[src/rtl/link_cmd_pkg.sv]
// constants shared by both ends of the link command exchange
// assumes one 100 MHz clock, asynchronous active-high reset
package link_cmd_pkg;
  localparam logic [7:0] OP_SET_LINK = 8'h09;
  localparam logic [7:0] OP_SET_LINK_RSP = 8'h89;
  localparam logic [7:0] OP_GET_STATUS = 8'h0a;
  localparam logic [7:0] OP_GET_STATUS_RSP = 8'h8a;
  localparam int BIT_AUTONEG = 0;
  localparam int BIT_HALF = 8;
  localparam int BIT_FULL = 9;
  localparam int BIT_PAUSE_OFF = 10;
  localparam int BIT_ASYM = 11;
  localparam int BIT_VENDOR_OK = 12;
  localparam int BIT_SPD_1G = 3;
  localparam logic [31:0] SPEED_MASK = 32'h0001_e0fe;
  localparam logic [31:0] USED_MASK = 32'h0001_ffff;
  localparam logic [15:0] RSP_OK = 16'h0000;
  localparam logic [15:0] RSP_FAILED = 16'h0001;
  localparam logic [15:0] RSN_NONE = 16'h0000;
  localparam logic [15:0] RSN_PARAM_INVALID = 16'h0002;
  localparam logic [15:0] RSN_DRIVER_CONFLICT = 16'h0901;
  localparam logic [15:0] RSN_MEDIA_CONFLICT = 16'h0902;
  localparam logic [15:0] RSN_PARAM_CONFLICT = 16'h0903;
  localparam logic [15:0] RSN_POWER_CONFLICT = 16'h0904;
  localparam logic [15:0] RSN_SPEED_CONFLICT = 16'h0905;
  localparam logic [15:0] RSN_PHY_ERROR = 16'h0906;
  localparam logic [31:0] LINK_CFG_RST = 32'h0000_0001;
  localparam int PHY_WAIT_MAX = 8;
  localparam logic [7:0] APB_CMD = 8'h00;
  localparam logic [7:0] APB_SETTINGS = 8'h04;
  localparam logic [7:0] APB_VENDOR = 8'h08;
  localparam logic [7:0] APB_STATUS = 8'h0c;
  localparam logic [7:0] APB_RSP = 8'h10;
  localparam logic [7:0] APB_LINK_STAT = 8'h14;
  localparam logic [7:0] APB_OTHER = 8'h18;
  localparam logic [7:0] APB_VENDOR_STAT = 8'h1c;
endpackage : link_cmd_pkg

[src/rtl/link_cmd_if.sv]
// command/response carrier between management controller and channel
// assumes both ends share clk_i
`timescale 1ns/1ps
interface link_cmd_if;
  logic cmd_valid;
  logic [7:0] cmd_opcode;
  logic [31:0] cmd_settings;
  logic [31:0] cmd_vendor;
  logic cmd_ready;
  logic rsp_valid;
  logic [7:0] rsp_opcode;
  logic [15:0] rsp_code;
  logic [15:0] rsp_reason;
  logic [31:0] rsp_link_status;
  logic [31:0] rsp_other;
  logic [31:0] rsp_vendor_status;
  modport ctrl (output cmd_valid, cmd_opcode, cmd_settings, cmd_vendor,
    input cmd_ready, rsp_valid, rsp_opcode, rsp_code, rsp_reason, rsp_link_status, rsp_other, rsp_vendor_status);
  modport dev (input cmd_valid, cmd_opcode, cmd_settings, cmd_vendor,
    output cmd_ready, rsp_valid, rsp_opcode, rsp_code, rsp_reason, rsp_link_status, rsp_other, rsp_vendor_status);
endinterface : link_cmd_if

[src/rtl/one_hot_check.sv]
// flags when more than one bit of a vector is set
// assumes a purely combinational use
`timescale 1ns/1ps
module one_hot_check
  import link_cmd_pkg::*;
#(
  parameter int W = 32
) (
  input wire logic [W-1:0] vec_i,
  output logic multi_o
);
  always_comb begin
    multi_o = (vec_i & (vec_i - W'(1))) != '0;
  end
endmodule : one_hot_check

[src/rtl/link_cmd_device.sv]
// channel end: decodes set link and get link status, answers each command
// assumes the controller holds cmd_valid until cmd_ready; phy result arrives with phy_done_i
`timescale 1ns/1ps
module link_cmd_device
  import link_cmd_pkg::*;
(
  input wire logic clk_i,
  input wire logic sys_rst_i,
  link_cmd_if.dev lnk,
  input wire logic [31:0] supported_i,
  input wire logic [31:0] media_ok_i,
  input wire logic [31:0] power_ok_i,
  input wire logic driver_active_i,
  input wire logic link_up_i,
  input wire logic [31:0] other_ind_i,
  input wire logic [31:0] vendor_stat_i,
  input wire logic phy_done_i,
  input wire logic phy_err_i,
  output logic phy_req_o,
  output logic phy_wr_o,
  output logic [31:0] link_cfg_o,
  output logic [31:0] vendor_cfg_o
);
  typedef enum logic [1:0] {IDLE, PHY, RESP} dev_state_e;
  typedef struct packed {
    dev_state_e st;
    logic cmd_ready;
    logic rsp_valid;
    logic [7:0] rsp_opcode;
    logic [15:0] rsp_code;
    logic [15:0] rsp_reason;
    logic [31:0] rsp_link_status;
    logic [31:0] rsp_other;
    logic [31:0] rsp_vendor_status;
    logic phy_req;
    logic phy_wr;
    logic [31:0] pend_cfg;
    logic [31:0] pend_vendor;
    logic [31:0] link_cfg;
    logic [31:0] vendor_cfg;
    logic [3:0] phy_wait;
  } dev_s;
  dev_s s_r;
  dev_s s_nxt;
  logic [31:0] req;
  logic [31:0] spd;
  logic [31:0] dup;
  logic multi_speed;
  logic multi_dup;
  logic forced;
  logic spd_unsup;
  logic dup_unsup;
  logic no_choice;
  logic media_clash;
  logic half_gig;
  logic power_short;
  logic [15:0] set_reason;
  logic [31:0] an_cfg;
  assign req = lnk.cmd_settings & USED_MASK;
  assign spd = req & SPEED_MASK;
  assign dup = req & ((32'h1 << BIT_HALF) | (32'h1 << BIT_FULL));
  assign forced = !req[BIT_AUTONEG];
  assign spd_unsup = (spd & ~supported_i) != '0;
  assign dup_unsup = (dup & ~supported_i) != '0;
  // a forced link needs exactly one speed and one duplex setting
  assign no_choice = (spd == '0) || (dup == '0);
  assign media_clash = (req & ~media_ok_i & (SPEED_MASK | dup)) != '0;
  // half duplex at 1 Gbps contradicts itself whatever the support mask says
  assign half_gig = req[BIT_HALF] && req[BIT_SPD_1G];
  // a power clash only when no requested speed is both supported and allowed now
  assign power_short = ((spd & ~power_ok_i) != '0) && ((spd & supported_i & power_ok_i) == '0);
  // autoneg drops unsupported speed and duplex bits instead of failing
  assign an_cfg = req & (supported_i | ~(SPEED_MASK | dup));
  one_hot_check #(.W(32)) u_spd (.vec_i(spd), .multi_o(multi_speed));
  one_hot_check #(.W(32)) u_dup (.vec_i(dup), .multi_o(multi_dup));
  // failure reasons in priority order; RSN_NONE lets the command reach the phy
  always_comb begin
    set_reason = RSN_NONE;
    if (driver_active_i) begin
      set_reason = RSN_DRIVER_CONFLICT;
    end else if (forced && multi_speed) begin
      set_reason = RSN_SPEED_CONFLICT;
    end else if (forced && (multi_dup || spd_unsup || dup_unsup || no_choice)) begin
      set_reason = RSN_PARAM_INVALID;
    end else if (forced && media_clash) begin
      set_reason = RSN_MEDIA_CONFLICT;
    end else if (forced && half_gig) begin
      set_reason = RSN_PARAM_CONFLICT;
    end else if (power_short) begin
      set_reason = RSN_POWER_CONFLICT;
    end
  end
  always_comb begin
    s_nxt = s_r;
    s_nxt.cmd_ready = 1'b0;
    s_nxt.rsp_valid = 1'b0;
    s_nxt.phy_req = 1'b0;
    unique case (s_r.st)
      IDLE: begin
        if (lnk.cmd_valid && !s_r.cmd_ready) begin
          s_nxt.cmd_ready = 1'b1;
          s_nxt.rsp_code = RSP_OK;
          s_nxt.rsp_reason = RSN_NONE;
          s_nxt.rsp_link_status = '0;
          s_nxt.rsp_other = '0;
          s_nxt.rsp_vendor_status = '0;
          s_nxt.st = RESP;
          s_nxt.phy_wait = '0;
          if (lnk.cmd_opcode == OP_SET_LINK) begin
            s_nxt.rsp_opcode = OP_SET_LINK_RSP;
            s_nxt.rsp_code = RSP_FAILED;
            s_nxt.rsp_reason = set_reason;
            if (set_reason == RSN_NONE) begin
              s_nxt.rsp_code = RSP_OK;
              s_nxt.pend_cfg = forced ? req : an_cfg;
              // a clear valid bit keeps the vendor word already applied
              s_nxt.pend_vendor = req[BIT_VENDOR_OK] ? lnk.cmd_vendor : s_r.vendor_cfg;
              s_nxt.phy_req = 1'b1;
              s_nxt.phy_wr = 1'b1;
              s_nxt.st = PHY;
            end
          end else if (lnk.cmd_opcode == OP_GET_STATUS) begin
            s_nxt.rsp_opcode = OP_GET_STATUS_RSP;
            s_nxt.phy_req = 1'b1;
            s_nxt.phy_wr = 1'b0;
            s_nxt.st = PHY;
          end else begin
            s_nxt.rsp_opcode = lnk.cmd_opcode | 8'h80;
            s_nxt.rsp_code = RSP_FAILED;
            s_nxt.rsp_reason = RSN_PARAM_INVALID;
          end
        end
      end
      PHY: begin
        s_nxt.phy_wait = s_r.phy_wait + 4'h1;
        if (phy_done_i) begin
          s_nxt.st = RESP;
          if (phy_err_i) begin
            s_nxt.rsp_code = RSP_FAILED;
            s_nxt.rsp_reason = RSN_PHY_ERROR;
          end else if (s_r.phy_wr) begin
            s_nxt.link_cfg = s_r.pend_cfg;
            s_nxt.vendor_cfg = s_r.pend_vendor;
          end else begin
            // low-power idle keeps link_up_i high, so it never reads as down
            s_nxt.rsp_link_status = {31'h0, link_up_i};
            s_nxt.rsp_other = other_ind_i;
            s_nxt.rsp_vendor_status = vendor_stat_i;
          end
        end else if (s_r.phy_wait == 4'(PHY_WAIT_MAX - 1)) begin
          // a phy that never answers must not hang the command
          s_nxt.st = RESP;
          s_nxt.rsp_code = RSP_FAILED;
          s_nxt.rsp_reason = RSN_PHY_ERROR;
        end
      end
      RESP: begin
        s_nxt.rsp_valid = 1'b1;
        s_nxt.st = IDLE;
      end
    endcase
  end
  always_ff @(posedge clk_i or posedge sys_rst_i) begin
    if (sys_rst_i) begin
      s_r <= '{st: IDLE, link_cfg: LINK_CFG_RST, default: '0};
    end else begin
      s_r <= s_nxt;
    end
  end
  assign lnk.cmd_ready = s_r.cmd_ready;
  assign lnk.rsp_valid = s_r.rsp_valid;
  assign lnk.rsp_opcode = s_r.rsp_opcode;
  assign lnk.rsp_code = s_r.rsp_code;
  assign lnk.rsp_reason = s_r.rsp_reason;
  assign lnk.rsp_link_status = s_r.rsp_link_status;
  assign lnk.rsp_other = s_r.rsp_other;
  assign lnk.rsp_vendor_status = s_r.rsp_vendor_status;
  assign phy_req_o = s_r.phy_req;
  assign phy_wr_o = s_r.phy_wr;
  assign link_cfg_o = s_r.link_cfg;
  assign vendor_cfg_o = s_r.vendor_cfg;
endmodule : link_cmd_device

[src/flat_wrapper.sv]
// flat-port wrapper written by rule: the top's interface ports become plain ports
module link_cmd_device_flat import link_cmd_pkg::*;
  (clk_i, sys_rst_i, supported_i, media_ok_i, power_ok_i, driver_active_i, link_up_i, other_ind_i, vendor_stat_i, phy_done_i, phy_err_i, phy_req_o, phy_wr_o, link_cfg_o, vendor_cfg_o, lnk_cmd_valid, lnk_cmd_opcode, lnk_cmd_settings, lnk_cmd_vendor, lnk_cmd_ready, lnk_rsp_valid, lnk_rsp_opcode, lnk_rsp_code, lnk_rsp_reason, lnk_rsp_link_status, lnk_rsp_other, lnk_rsp_vendor_status);
  link_cmd_if lnk_i ();
  input wire logic clk_i;
  input wire logic sys_rst_i;
  input wire logic [31:0] supported_i;
  input wire logic [31:0] media_ok_i;
  input wire logic [31:0] power_ok_i;
  input wire logic driver_active_i;
  input wire logic link_up_i;
  input wire logic [31:0] other_ind_i;
  input wire logic [31:0] vendor_stat_i;
  input wire logic phy_done_i;
  input wire logic phy_err_i;
  output logic phy_req_o;
  output logic phy_wr_o;
  output logic [31:0] link_cfg_o;
  output logic [31:0] vendor_cfg_o;
  input wire logic [$bits(lnk_i.cmd_valid)-1:0] lnk_cmd_valid;
  input wire logic [$bits(lnk_i.cmd_opcode)-1:0] lnk_cmd_opcode;
  input wire logic [$bits(lnk_i.cmd_settings)-1:0] lnk_cmd_settings;
  input wire logic [$bits(lnk_i.cmd_vendor)-1:0] lnk_cmd_vendor;
  output wire logic [$bits(lnk_i.cmd_ready)-1:0] lnk_cmd_ready;
  output wire logic [$bits(lnk_i.rsp_valid)-1:0] lnk_rsp_valid;
  output wire logic [$bits(lnk_i.rsp_opcode)-1:0] lnk_rsp_opcode;
  output wire logic [$bits(lnk_i.rsp_code)-1:0] lnk_rsp_code;
  output wire logic [$bits(lnk_i.rsp_reason)-1:0] lnk_rsp_reason;
  output wire logic [$bits(lnk_i.rsp_link_status)-1:0] lnk_rsp_link_status;
  output wire logic [$bits(lnk_i.rsp_other)-1:0] lnk_rsp_other;
  output wire logic [$bits(lnk_i.rsp_vendor_status)-1:0] lnk_rsp_vendor_status;
  assign lnk_i.cmd_valid = lnk_cmd_valid;
  assign lnk_i.cmd_opcode = lnk_cmd_opcode;
  assign lnk_i.cmd_settings = lnk_cmd_settings;
  assign lnk_i.cmd_vendor = lnk_cmd_vendor;
  assign lnk_cmd_ready = lnk_i.cmd_ready;
  assign lnk_rsp_valid = lnk_i.rsp_valid;
  assign lnk_rsp_opcode = lnk_i.rsp_opcode;
  assign lnk_rsp_code = lnk_i.rsp_code;
  assign lnk_rsp_reason = lnk_i.rsp_reason;
  assign lnk_rsp_link_status = lnk_i.rsp_link_status;
  assign lnk_rsp_other = lnk_i.rsp_other;
  assign lnk_rsp_vendor_status = lnk_i.rsp_vendor_status;
  link_cmd_device u_core (.clk_i(clk_i), .sys_rst_i(sys_rst_i), .lnk(lnk_i), .supported_i(supported_i), .media_ok_i(media_ok_i), .power_ok_i(power_ok_i), .driver_active_i(driver_active_i), .link_up_i(link_up_i), .other_ind_i(other_ind_i), .vendor_stat_i(vendor_stat_i), .phy_done_i(phy_done_i), .phy_err_i(phy_err_i), .phy_req_o(phy_req_o), .phy_wr_o(phy_wr_o), .link_cfg_o(link_cfg_o), .vendor_cfg_o(vendor_cfg_o));
endmodule
[config.mk]
export PLATFORM = sky130hd
export DESIGN_NAME = link_cmd_device_flat
export DESIGN_NICKNAME = d
export VERILOG_FILES = /design/src/rtl/link_cmd_pkg.sv /design/src/rtl/link_cmd_if.sv /design/src/rtl/one_hot_check.sv /design/src/rtl/link_cmd_device.sv /design/src/flat_wrapper.sv
export SDC_FILE = /design/constraint.sdc
export NUM_CORES = 1
export LEC_CHECK = 0
export ABC_CLOCK_PERIOD_IN_PS = 5360
export BUFFER_PORTS_ARGS = -buffer_cell sky130_fd_sc_hd__buf_2
export CORE_AREA = 2 2 170 172
export CTS_BUF_LIST = sky130_fd_sc_hd__clkbuf_2
export DETAILED_ROUTE_END_ITERATION = 10
export DIE_AREA = 0 0 172 174
export PLACE_DENSITY = 0.73
export SLEW_MARGIN = 0
export SYNTH_ARGS = -nofsm -noshare
export SYNTH_HDL_FRONTEND = slang
export SYNTH_HIERARCHICAL = 1
export SYNTH_SLANG_ARGS = --single-unit
export TNS_END_PERCENT = 100
[constraint.sdc]
create_clock -name clk_i -period 5.36 [get_ports clk_i]
set_input_delay 0.804 -clock clk_i [delete_from_list [all_inputs] [get_ports clk_i]]
set_output_delay 0.804 -clock clk_i [all_outputs]
set_load 0.03 [all_outputs]
* After elaboration in Yosys (flattened, before gate mapping)
Index checks and enable logic that the tools add are counted.
** Cells by class
- Add/subtract/negate cells :: 3
- Equal/unequal tests :: 12
- Muxes and demuxes :: 36
- Bitwise operators :: 16
- Reduce and logical (&&, ||, !) cells :: 34
** Operator list (count)
- $mux 96 :: 3
- $pmux 128 s2 :: 1
- $mux 194 :: 1
- $and 17x32->32 :: 6
- $reduce_bool 32->1 :: 6
- $mux 32 :: 5
- $mux 66 :: 2
- $logic_not 32->1 :: 3
- $not 32->32 :: 3
- $mux 16 :: 5
- $and 10x32->32 :: 2
- $mux 64 :: 1
- $mux 39 :: 1
- $and 32x17->32 :: 1
- $and 32x32->32 :: 1
- $not 17->32 :: 1
- $or 32x32->32 :: 1
- $sub 17x1->18 const B :: 1
- $mux 17 :: 1
- $eq 8x4->1 const B :: 2
- $logic_not 16->1 :: 1
- $reduce_and 4->1 :: 4
- $mux 2 :: 7
- $mux 12 :: 1
- other kinds (23) :: 41
** Word-level totals
- Register bits after elaboration :: 274
- Input port bits :: 239
- Output and inout port bits :: 204
- Logic and storage cells :: 117

* Depth between registers and ports, before layout
Gate-level depths: netlist of run 1.
- Depth after elaboration :: 15
- Gate-level depth with buffers :: 13
- Depth with buffers taken out :: 11

* Cells and area by module
Netlist of run 1, hierarchy kept.
** Modules (own cells, without submodules)
- link_cmd_device :: instances 1, cells each 806, area each 9554.2 um^2, sequential area each 4655.7 um^2
- one_hot_check :: instances 2, cells each 61, area each 426.7 um^2, sequential area each 0.0 um^2

* Worst setup path after synthesis of run 1
OpenSTA, ideal clock, no wires.
- Kind :: in2reg
- Start :: in lnk_cmd_settings[1]
- End :: reg u_core/s_r[100] (netlist name)
- Setup time :: 0.125 ns
- Arrival :: 3.633 ns
- Data required time :: 5.235 ns
- Setup slack :: 1.602 ns
- Stages :: 13
- Path buffers :: 2
- Cell sequence :: or4_4 a2111oi_0 nor3b_1 a211oi_1 nand3_1 or4_1 nand2_1 nand2b_1 nor3b_4 and4_4 buf_6 buf_8 mux2_4
** Between the ends
- Elaborated cells on any way between the ends :: 30
- Those cells by class :: 1 x add/sub; 6 x mux; 7 x bitwise; 16 x reduce/logical
** RTL lines
- start, declared :: RTL line flat_wrapper.sv:22 : input wire logic [$bits(lnk_i.cmd_settings)-1:0] lnk_cmd_settings;
- $sub 17x1->18 :: RTL line one_hot_check.sv:13 : multi_o = (vec_i & (vec_i - W'(1))) != '0;
- $and 17x32->32 * :: RTL line one_hot_check.sv:13
- $reduce_bool 32->1 * :: RTL line one_hot_check.sv:13
- named net u_core.multi_speed :: RTL line link_cmd_device.sv:48 : logic multi_speed;
- $logic_and 1x1->1 * :: RTL line link_cmd_device.sv:81 : end else if (forced && multi_speed) begin
- $mux 16 * :: RTL line link_cmd_device.sv:81
- $mux 16 * :: RTL line link_cmd_device.sv:79 : if (driver_active_i) begin
- $logic_not 16->1 * :: RTL line link_cmd_device.sv:113 : if (set_reason == RSN_NONE) begin
- $reduce_and 4->1 (no source line) *
- end signal, assigned :: RTL line link_cmd_device.sv:167 : s_r <= s_nxt;
- end, declared :: RTL line link_cmd_device.sv:43 : dev_s s_r;
The timed path passes the listed nets; every way through them passes the cells marked *.
A chain may end at the register's enable or synchronous reset.

* Final worst setup path of run 1
- Start :: in lnk_cmd_settings[1]
- End :: reg u_core/s_r[91] (netlist name)
Same word-level chain as after synthesis.

==> impl_metrics.py, run 1 <==
metrics = {
    "status": {
        "status": "completed",
    },
    "placement": {
        "detailed_place_hpwl_mm": 18.5,
        "numPortBuffers": 296,
        "place_inst": 1631,
        "place_congestion": 0.882,
    },
    "clock_tree": {
        "htreeDepth": 4,
        "clkSinkCount": 186,
        "tritoncts": "done",
        "cts.path.max_buffers": 2,
        "cts_buffers": 17,
        "cts_setup_buffers": 0,
        "cts-root-buf": "clkbuf_2",
        "ctsHoldBuffers": 0,
        "clkLatencyLatePin_ns": 0.76,
        "path_clk_slew_ns": 0.31,
        "cts_resized": 0,
    },
    "synth": {
        "synthFlopType": "dfrtp_1",
        "postSynthAreaPerCell_um2": 11.2,
        "synth_seq_cells": 186,
        "synth_top_area_share_pct": 44.5,
        "yosys.cell_types.count": 68,
        "synth_edf_count": 0,
        "ys_top_cells_by_area": "dfrtp_1, buf_4, mux2_2, a22o_1, mux2_4",
        "syn_area_mm2": 0.0104,
        "netlist_instances": 928,
        "synth_area_leader_cell": "dfrtp_1",
        "async_reset_ff_share_pct": 100,
        "ys_seq_area_share_pct": 44.7,
        "yosysWarnings": 6,
    },
    "grt": {
        "met3_usage_pct": 3.28,
        "busiest_layer": "met2",
        "antenna_found_initial": 1,
        "grt_first_pass_wirelength_mm": 37.9,
        "use_met1_pct": 20.7,
        "grt_max_degree": 187,
        "grtUsageTotal_pct": 16.0,
        "overflow": 0,
        "grt_pass1_vias": 7156,
        "grt_util_met2_pct": 26.5,
    },
    "sta": {
        "hold_viol": 0,
        "max_freq_mhz": 268,
        "rsz0062_at_grt": "no",
        "timing.final.crit_share_pct": 69.7,
        "tightest_slew_ns": 0.989,
        "finalCriticalPeriod_ns": 3.74,
        "maxSlewViolCount": 0,
        "finalSetupViolCount": 0,
        "finalClockSkew_ns": 0.0575,
        "finalSetupTns_ns": 0,
        "maxSlewHeadroom_pct": 34.1,
    },
    "route": {
        "ant_nets": 0,
        "routedWlPerCell_um": 14.6,
        "wl_mm": 24.4,
        "first_pass_iters": 5,
        "vias_per_cell": 4.54,
        "via_count": 7549,
        "drt-initial-drc-count": 433,
        "drc_errors": 0,
    },
    "pwr": {
        "peakVddDrop_v": 0.000171,
        "p_total_mw": 2.87,
        "p_leak_nw": 6.51,
        "p_per_area_mw_per_mm2": 240,
    },
    "worst_setup_path": {
        "end_kind": "flip-flop",
        "cpLargestDelayFamily": "simple AND/OR/NAND/NOR gates",
        "critPathMaxFanout": 13,
        "criticalPathCategory": "input port to flip-flop",
        "worstPathRequired_ns": 6.05,
        "regToRegSetupSlack_ns": 2.66,
        "critPathBufInv": 2,
        "max_stage_delay_ns": 0.54,
        "critPathLaunchType": "input port",
        "crit_path_top_delay_cell": "or4_1",
        "cp.arrival_ns": 4.42,
        "crit_chain": "buf_2, nor4_1, nand3_1, a2111oi_0, a21o_1, o311ai_1, or4_1, nand2_1, nand2b_1, nor3b_4, and4_4, buf_4, mux2_4",
    },
    "cells_and_area": {
        "nNetsFinal": 1509,
        "final_util_pct": 42.4,
        "final_common_cell": "buf_2",
        "layout_common_cells": "buf_2, conb_1, dfrtp_1",
        "post_route_cells_drive_above_1_share_pct": 37.9,
        "area_growth_pct": 15.1,
        "stdcell_count": 1664,
    },
    "flow_run": {
        "cap_violations": 0,
    },
    "die": {
        "core_mm2": 0.0282,
        "dieArea_mm2": 0.0299,
        "num_rows": 62,
        "die_w_um": 172,
        "die_y_um": 174,
        "initial_core_util_pct": 36.9,
        "ios": 443,
    },
    "min_path": {
        "hp-class": "input port to flip-flop",
    },
}
==> path summary, 6_finish.rpt <==
path / start / end / cells past startpoint
setup / recovery: lnk_cmd_settings[1] / u_core/s_r[91] / 13
hold / removal: link_up_i / u_core/lnk.rsp_link_status[0] / 2
setup reg to reg: u_core/s_r[273] / u_core/vendor_cfg_o[3] / 6
hold reg to reg: u_core/link_cfg_o[8] / u_core/link_cfg_o[8] / 2
max in group asynchronous: sys_rst_i / u_core/s_r[113] / 3
min in group asynchronous: sys_rst_i / u_core/lnk.rsp_vendor_status[21] / 3
==> cell type report <==
class | instances | area (um^2)
antenna | 1 | 2.50
clock buffer | 17 | 85.1
clock inverter | 15 | 194
fill | 2821 | 16300
inverter | 35 | 135
multi-input combinational | 723 | 4870
sequential | 186 | 4660
tap | 384 | 480
timing repair buffer | 303 | 1560
==> state kept, by name, indices dropped and copies added (netlist names) <==
name / flops
u_core/s_r: 55
u_core/lnk.rsp_other: 32
u_core/lnk.rsp_vendor_status: 32
u_core/vendor_cfg_o: 32
u_core/link_cfg_o: 17
u_core/lnk.rsp_opcode: 8
u_core/lnk.rsp_reason: 4
u_core/lnk.cmd_ready: 1
u_core/lnk.rsp_code: 1
u_core/lnk.rsp_link_status: 1
u_core/lnk.rsp_valid: 1
u_core/phy_req_o: 1
u_core/phy_wr_o: 1
==> per-layer routing <==
layer | share of wire, % | routed length [um] | up-vias
li1 | - | - | 3586
met1 | 42 | 10300 | 3627
met2 | 49 | 11900 | 303
met3 | 6.9 | 1690 | 33
met4 | 2.0 | 495 | 0
met5 | 0 | 0 | -
==> power by group <==
part           internal [mW]  leakage, nW  switching (mW)
Sequential              1.45         2.49          0.0232
Clock                  0.207        0.159           0.560
Combinational          0.176         3.87           0.453
==> synthesized netlist by cell type, types with 15 or more instances <==
| cell | number |
|---|---|
| mux2i_1 | 15 |
| o22ai_1 | 15 |
| nor4_1 | 15 |
| a22o_1 | 65 |
| inv_1 | 31 |
| buf_4 | 200 |
| nor3_1 | 17 |
| nor2_1 | 32 |
| clkbuf_1 | 18 |
| dfrtp_1 | 185 |
| nand2_1 | 24 |
| mux2_2 | 75 |
| o21ai_0 | 43 |
| mux2_4 | 36 |
==> kinds of logic after synthesis <==
logic type | Yosys count | share of synthesized area (%)
buffers and inverters | 267 | 17.6
other | 1 | 0.0360
DFF | 186 | 44.7
adders and majority gates | 6 | 0.673
and+or+nand+nor | 155 | 8.81
xor gates and xnor gates | 1 | 0.0842
muxes | 126 | 14.8
AOI/OAI and AO/OA | 186 | 13.3
==> worst register-to-register path, cell delays in order (launching register included) <==
cell	delay, ns
dfrtp_1	0.45
inv_1	0.07
ha_1	0.32
and3b_1	0.27
nand2_2	0.61
buf_4	0.49
mux2_2	0.40
==> metrics by stage <==
stage | worst slack, ns | hold slack, ns | area (um^2)
3_5_place_dp | 0.828 | 0.468 | 11700
2_1_floorplan | 1.60 | 0.436 | 11300
3_3_place_gp | 0.886 | 0.449 | 11700
6_report | 1.62 | 0.212 | 12000
5_1_grt | 1.45 | 0.0750 | 12000
4_1_cts | 1.73 | 0.0801 | 12000
(Power assumes the default switching activity.)
==> run 2, diff against run 1 <==
--- a/config.mk
+++ b/config.mk
@@ -5,7 +5,7 @@
 export SDC_FILE = /design/constraint.sdc
 export NUM_CORES = 1
 export LEC_CHECK = 0
-export ABC_CLOCK_PERIOD_IN_PS = 5360
+export ABC_CLOCK_PERIOD_IN_PS = 3400
 export BUFFER_PORTS_ARGS = -buffer_cell sky130_fd_sc_hd__buf_2
 export CORE_AREA = 2 2 170 172
 export CTS_BUF_LIST = sky130_fd_sc_hd__clkbuf_2
==> constraint.sdc (replaced) <==
create_clock -name clk_i -period 3.4 [get_ports clk_i]
set_input_delay 0.51 -clock clk_i [delete_from_list [all_inputs] [get_ports clk_i]]
set_output_delay 0.51 -clock clk_i [all_outputs]
set_load 0.03 [all_outputs]
==> run 2 against run 1 <==
Clock-buffer cell count stayed put. Global-route usage rose by 1.7 points. Critical path depth unchanged. Routed wire length rose by 12%. Register-to-register slack worse by 1.6 ns. Clock skew is 0.020 ns lower. Worst hold slack lost 0.11 ns. Utilization up 4.9 points. Critical path type unchanged. Critical endpoint is now u_core/s_r[75]. Largest power group unchanged.
==> impl_metrics.py, run 2 (same netlist as run 1, synthesis figures left out) <==
metrics = {
    "status": {
        "status": "completed",
    },
    "pwr": {
        "peakVddDrop_v": 0.000214,
        "switching_power_mw": 1.68,
        "p_leak_nw": 7.14,
        "clkPwrFrac_pct": 25.7,
        "switching_share_pct": 35.9,
        "pwr-share-seq_pct": 50.1,
        "power_frac_comb_pct": 24.2,
        "intPower_mw": 2.99,
        "p_per_area_mw_per_mm2": 350,
    },
    "cells_and_area": {
        "largest_reg_flops": 55,
        "post_route_cells_drive_above_1_share_pct": 36.6,
        "stdcell_count": 1807,
        "nNetsFinal": 1652,
        "layout_common_cells": "buf_2, conb_1, dfrtp_1",
        "final_util_pct": 47.3,
        "final_common_cell": "buf_2",
        "area_growth_pct": 28.3,
        "final_cell_area_mm2": 0.0134,
        "regMostFlops": "u_core/s_r",
    },
    "route": {
        "first_pass_iters": 5,
        "via_count": 8170,
        "wl_mm": 27.3,
        "drt-initial-drc-count": 458,
        "routedWlPerCell_um": 15.1,
        "vias_per_cell": 4.52,
        "ant_nets": 0,
        "drc_errors": 0,
    },
    "clock_tree": {
        "cts-root-buf": "clkbuf_2",
        "path_clk_slew_ns": 0.28,
        "tritoncts": "done",
        "cts_resized": 0,
        "cts_setup_buffers": 0,
        "cts.path.max_buffers": 2,
        "htreeDepth": 4,
        "clkSinkCount": 186,
        "clkLatencyLatePin_ns": 0.79,
        "cts_buffers": 17,
        "ctsHoldBuffers": 105,
    },
    "worst_setup_path": {
        "critPathLaunchType": "input port",
        "endpoint": "u_core/s_r[75]",
        "critPathMaxFanout": 14,
        "critPathLaunch": "lnk_cmd_settings[1]",
        "rr_worst_depth": 6,
        "end_kind": "flip-flop",
        "crit_chain": "buf_2, nor4_1, nand3_1, a2111oi_0, a21o_1, o311ai_1, or4_1, nand2_1, nand2b_1, nor3b_4, and4_4, buf_12, mux2_4",
        "regToRegSetupSlack_ns": 1.06,
        "rr_startpoint": "u_core/s_r[273]",
        "max_stage_delay_ns": 0.54,
        "criticalPathCategory": "input port to flip-flop",
        "crit_path_top_delay_cell": "or4_1",
        "cp.arrival_ns": 3.54,
        "worstPathRequired_ns": 4.08,
        "r2r-end": "u_core/lnk.rsp_vendor_status[6]",
    },
    "sta": {
        "timing.final.crit_share_pct": 84.0,
        "finalCriticalPeriod_ns": 2.86,
        "maxSlewViolCount": 0,
        "finalSetupViolCount": 0,
        "rsz0062_at_grt": "no",
        "max_freq_mhz": 350,
        "hold_viol": 0,
        "maxSlewHeadroom_pct": 47.8,
        "finalClockSkew_ns": 0.0378,
        "tightest_slew_ns": 0.783,
    },
    "grt": {
        "overflow": 0,
        "antenna_found_initial": 1,
        "grtUsageTotal_pct": 17.7,
        "use_met1_pct": 21.9,
        "grt_pass1_vias": 7984,
        "met3_usage_pct": 3.67,
        "grt_util_met2_pct": 30.1,
        "grt_first_pass_wirelength_mm": 41.9,
        "busiest_layer": "met2",
        "grt_max_degree": 66,
    },
    "flow_run": {
        "cap_violations": 0,
    },
    "placement": {
        "place_inst": 1665,
        "detailed_place_hpwl_mm": 19.1,
        "numPortBuffers": 296,
        "placed_area_mm2": 0.0120,
        "place_congestion": 0.910,
    },
    "die": {
        "initial_core_util_pct": 36.9,
        "ios": 443,
        "core_mm2": 0.0282,
        "num_rows": 62,
        "die_y_um": 174,
        "dieArea_mm2": 0.0299,
        "die_w_um": 172,
    },
    "min_path": {
        "hp-class": "input port to flip-flop",
    },
}
## run 2: area by class of cell
type | instances | area, um^2
antenna | 1 | 2.50
clock buffer | 17 | 85.1
clock inverter | 15 | 175
fill | 2640 | 14900
inverter | 35 | 135
multi-input combinational | 723 | 4880
sequential | 186 | 4660
tap | 384 | 480
timing repair buffer | 446 | 2940
## run 2: critical path, delay by kind of cell
kind                   cells  cell delay [ns]
AOI/OAI and AO/OA          3             0.60
buffers and inverters      2             0.31
muxes                      1             0.31
and+or+nand+nor            7             1.79
## run 2: routing by layer
metal  wire, um  up-vias
met2      13300      318
met1      11400     3921
met4        813        0
met3       1700       56
met5          0        -
li1           -     3875
## run 2: per-stage QoR
step                setup TNS, ns  setup slack (ns)  power (mW)  hold slack (ns)
global placement            -9.05            -0.215        3.37            0.448
CTS                             0             0.582        4.70          0.00181
global route                    0             0.369        4.91          0.00696
floorplan                       0           0.00140        3.19            0.436
finish                          0             0.544        4.67            0.103
detailed placement         -14.90            -0.333        3.39            0.465
## run 2: worst min path at each step
stage | end | slack (ns) | startpoint | cells past startpoint
floorplan | u_core/lnk.rsp_opcode[7] | 0.44 | u_core/lnk.rsp_opcode[7] | 1
CTS | u_core/s_r[104] | 0.002 | supported_i[4] | 3
global route | u_core/s_r[113] | 0.007 | supported_i[13] | 3
global placement | u_core/lnk.rsp_opcode[7] | 0.45 | u_core/lnk.rsp_opcode[7] | 1
finish | u_core/s_r[104] | 0.10 | supported_i[4] | 3
detailed placement | u_core/lnk.rsp_opcode[7] | 0.46 | u_core/lnk.rsp_opcode[7] | 1
## run 2: power by group through the flow
| stage | Sequential (mW) | Combinational (mW) | Clock [mW] |
|---|---|---|---|
| CTS | 2.34 | 1.11 | 1.25 |
| detailed placement | 2.37 | 1.01 | 0 |
| global route | 2.35 | 1.22 | 1.34 |
| floorplan | 2.38 | 0.812 | 0 |
| global placement | 2.37 | 1.00 | 0 |
| finish | 2.34 | 1.13 | 1.20 |
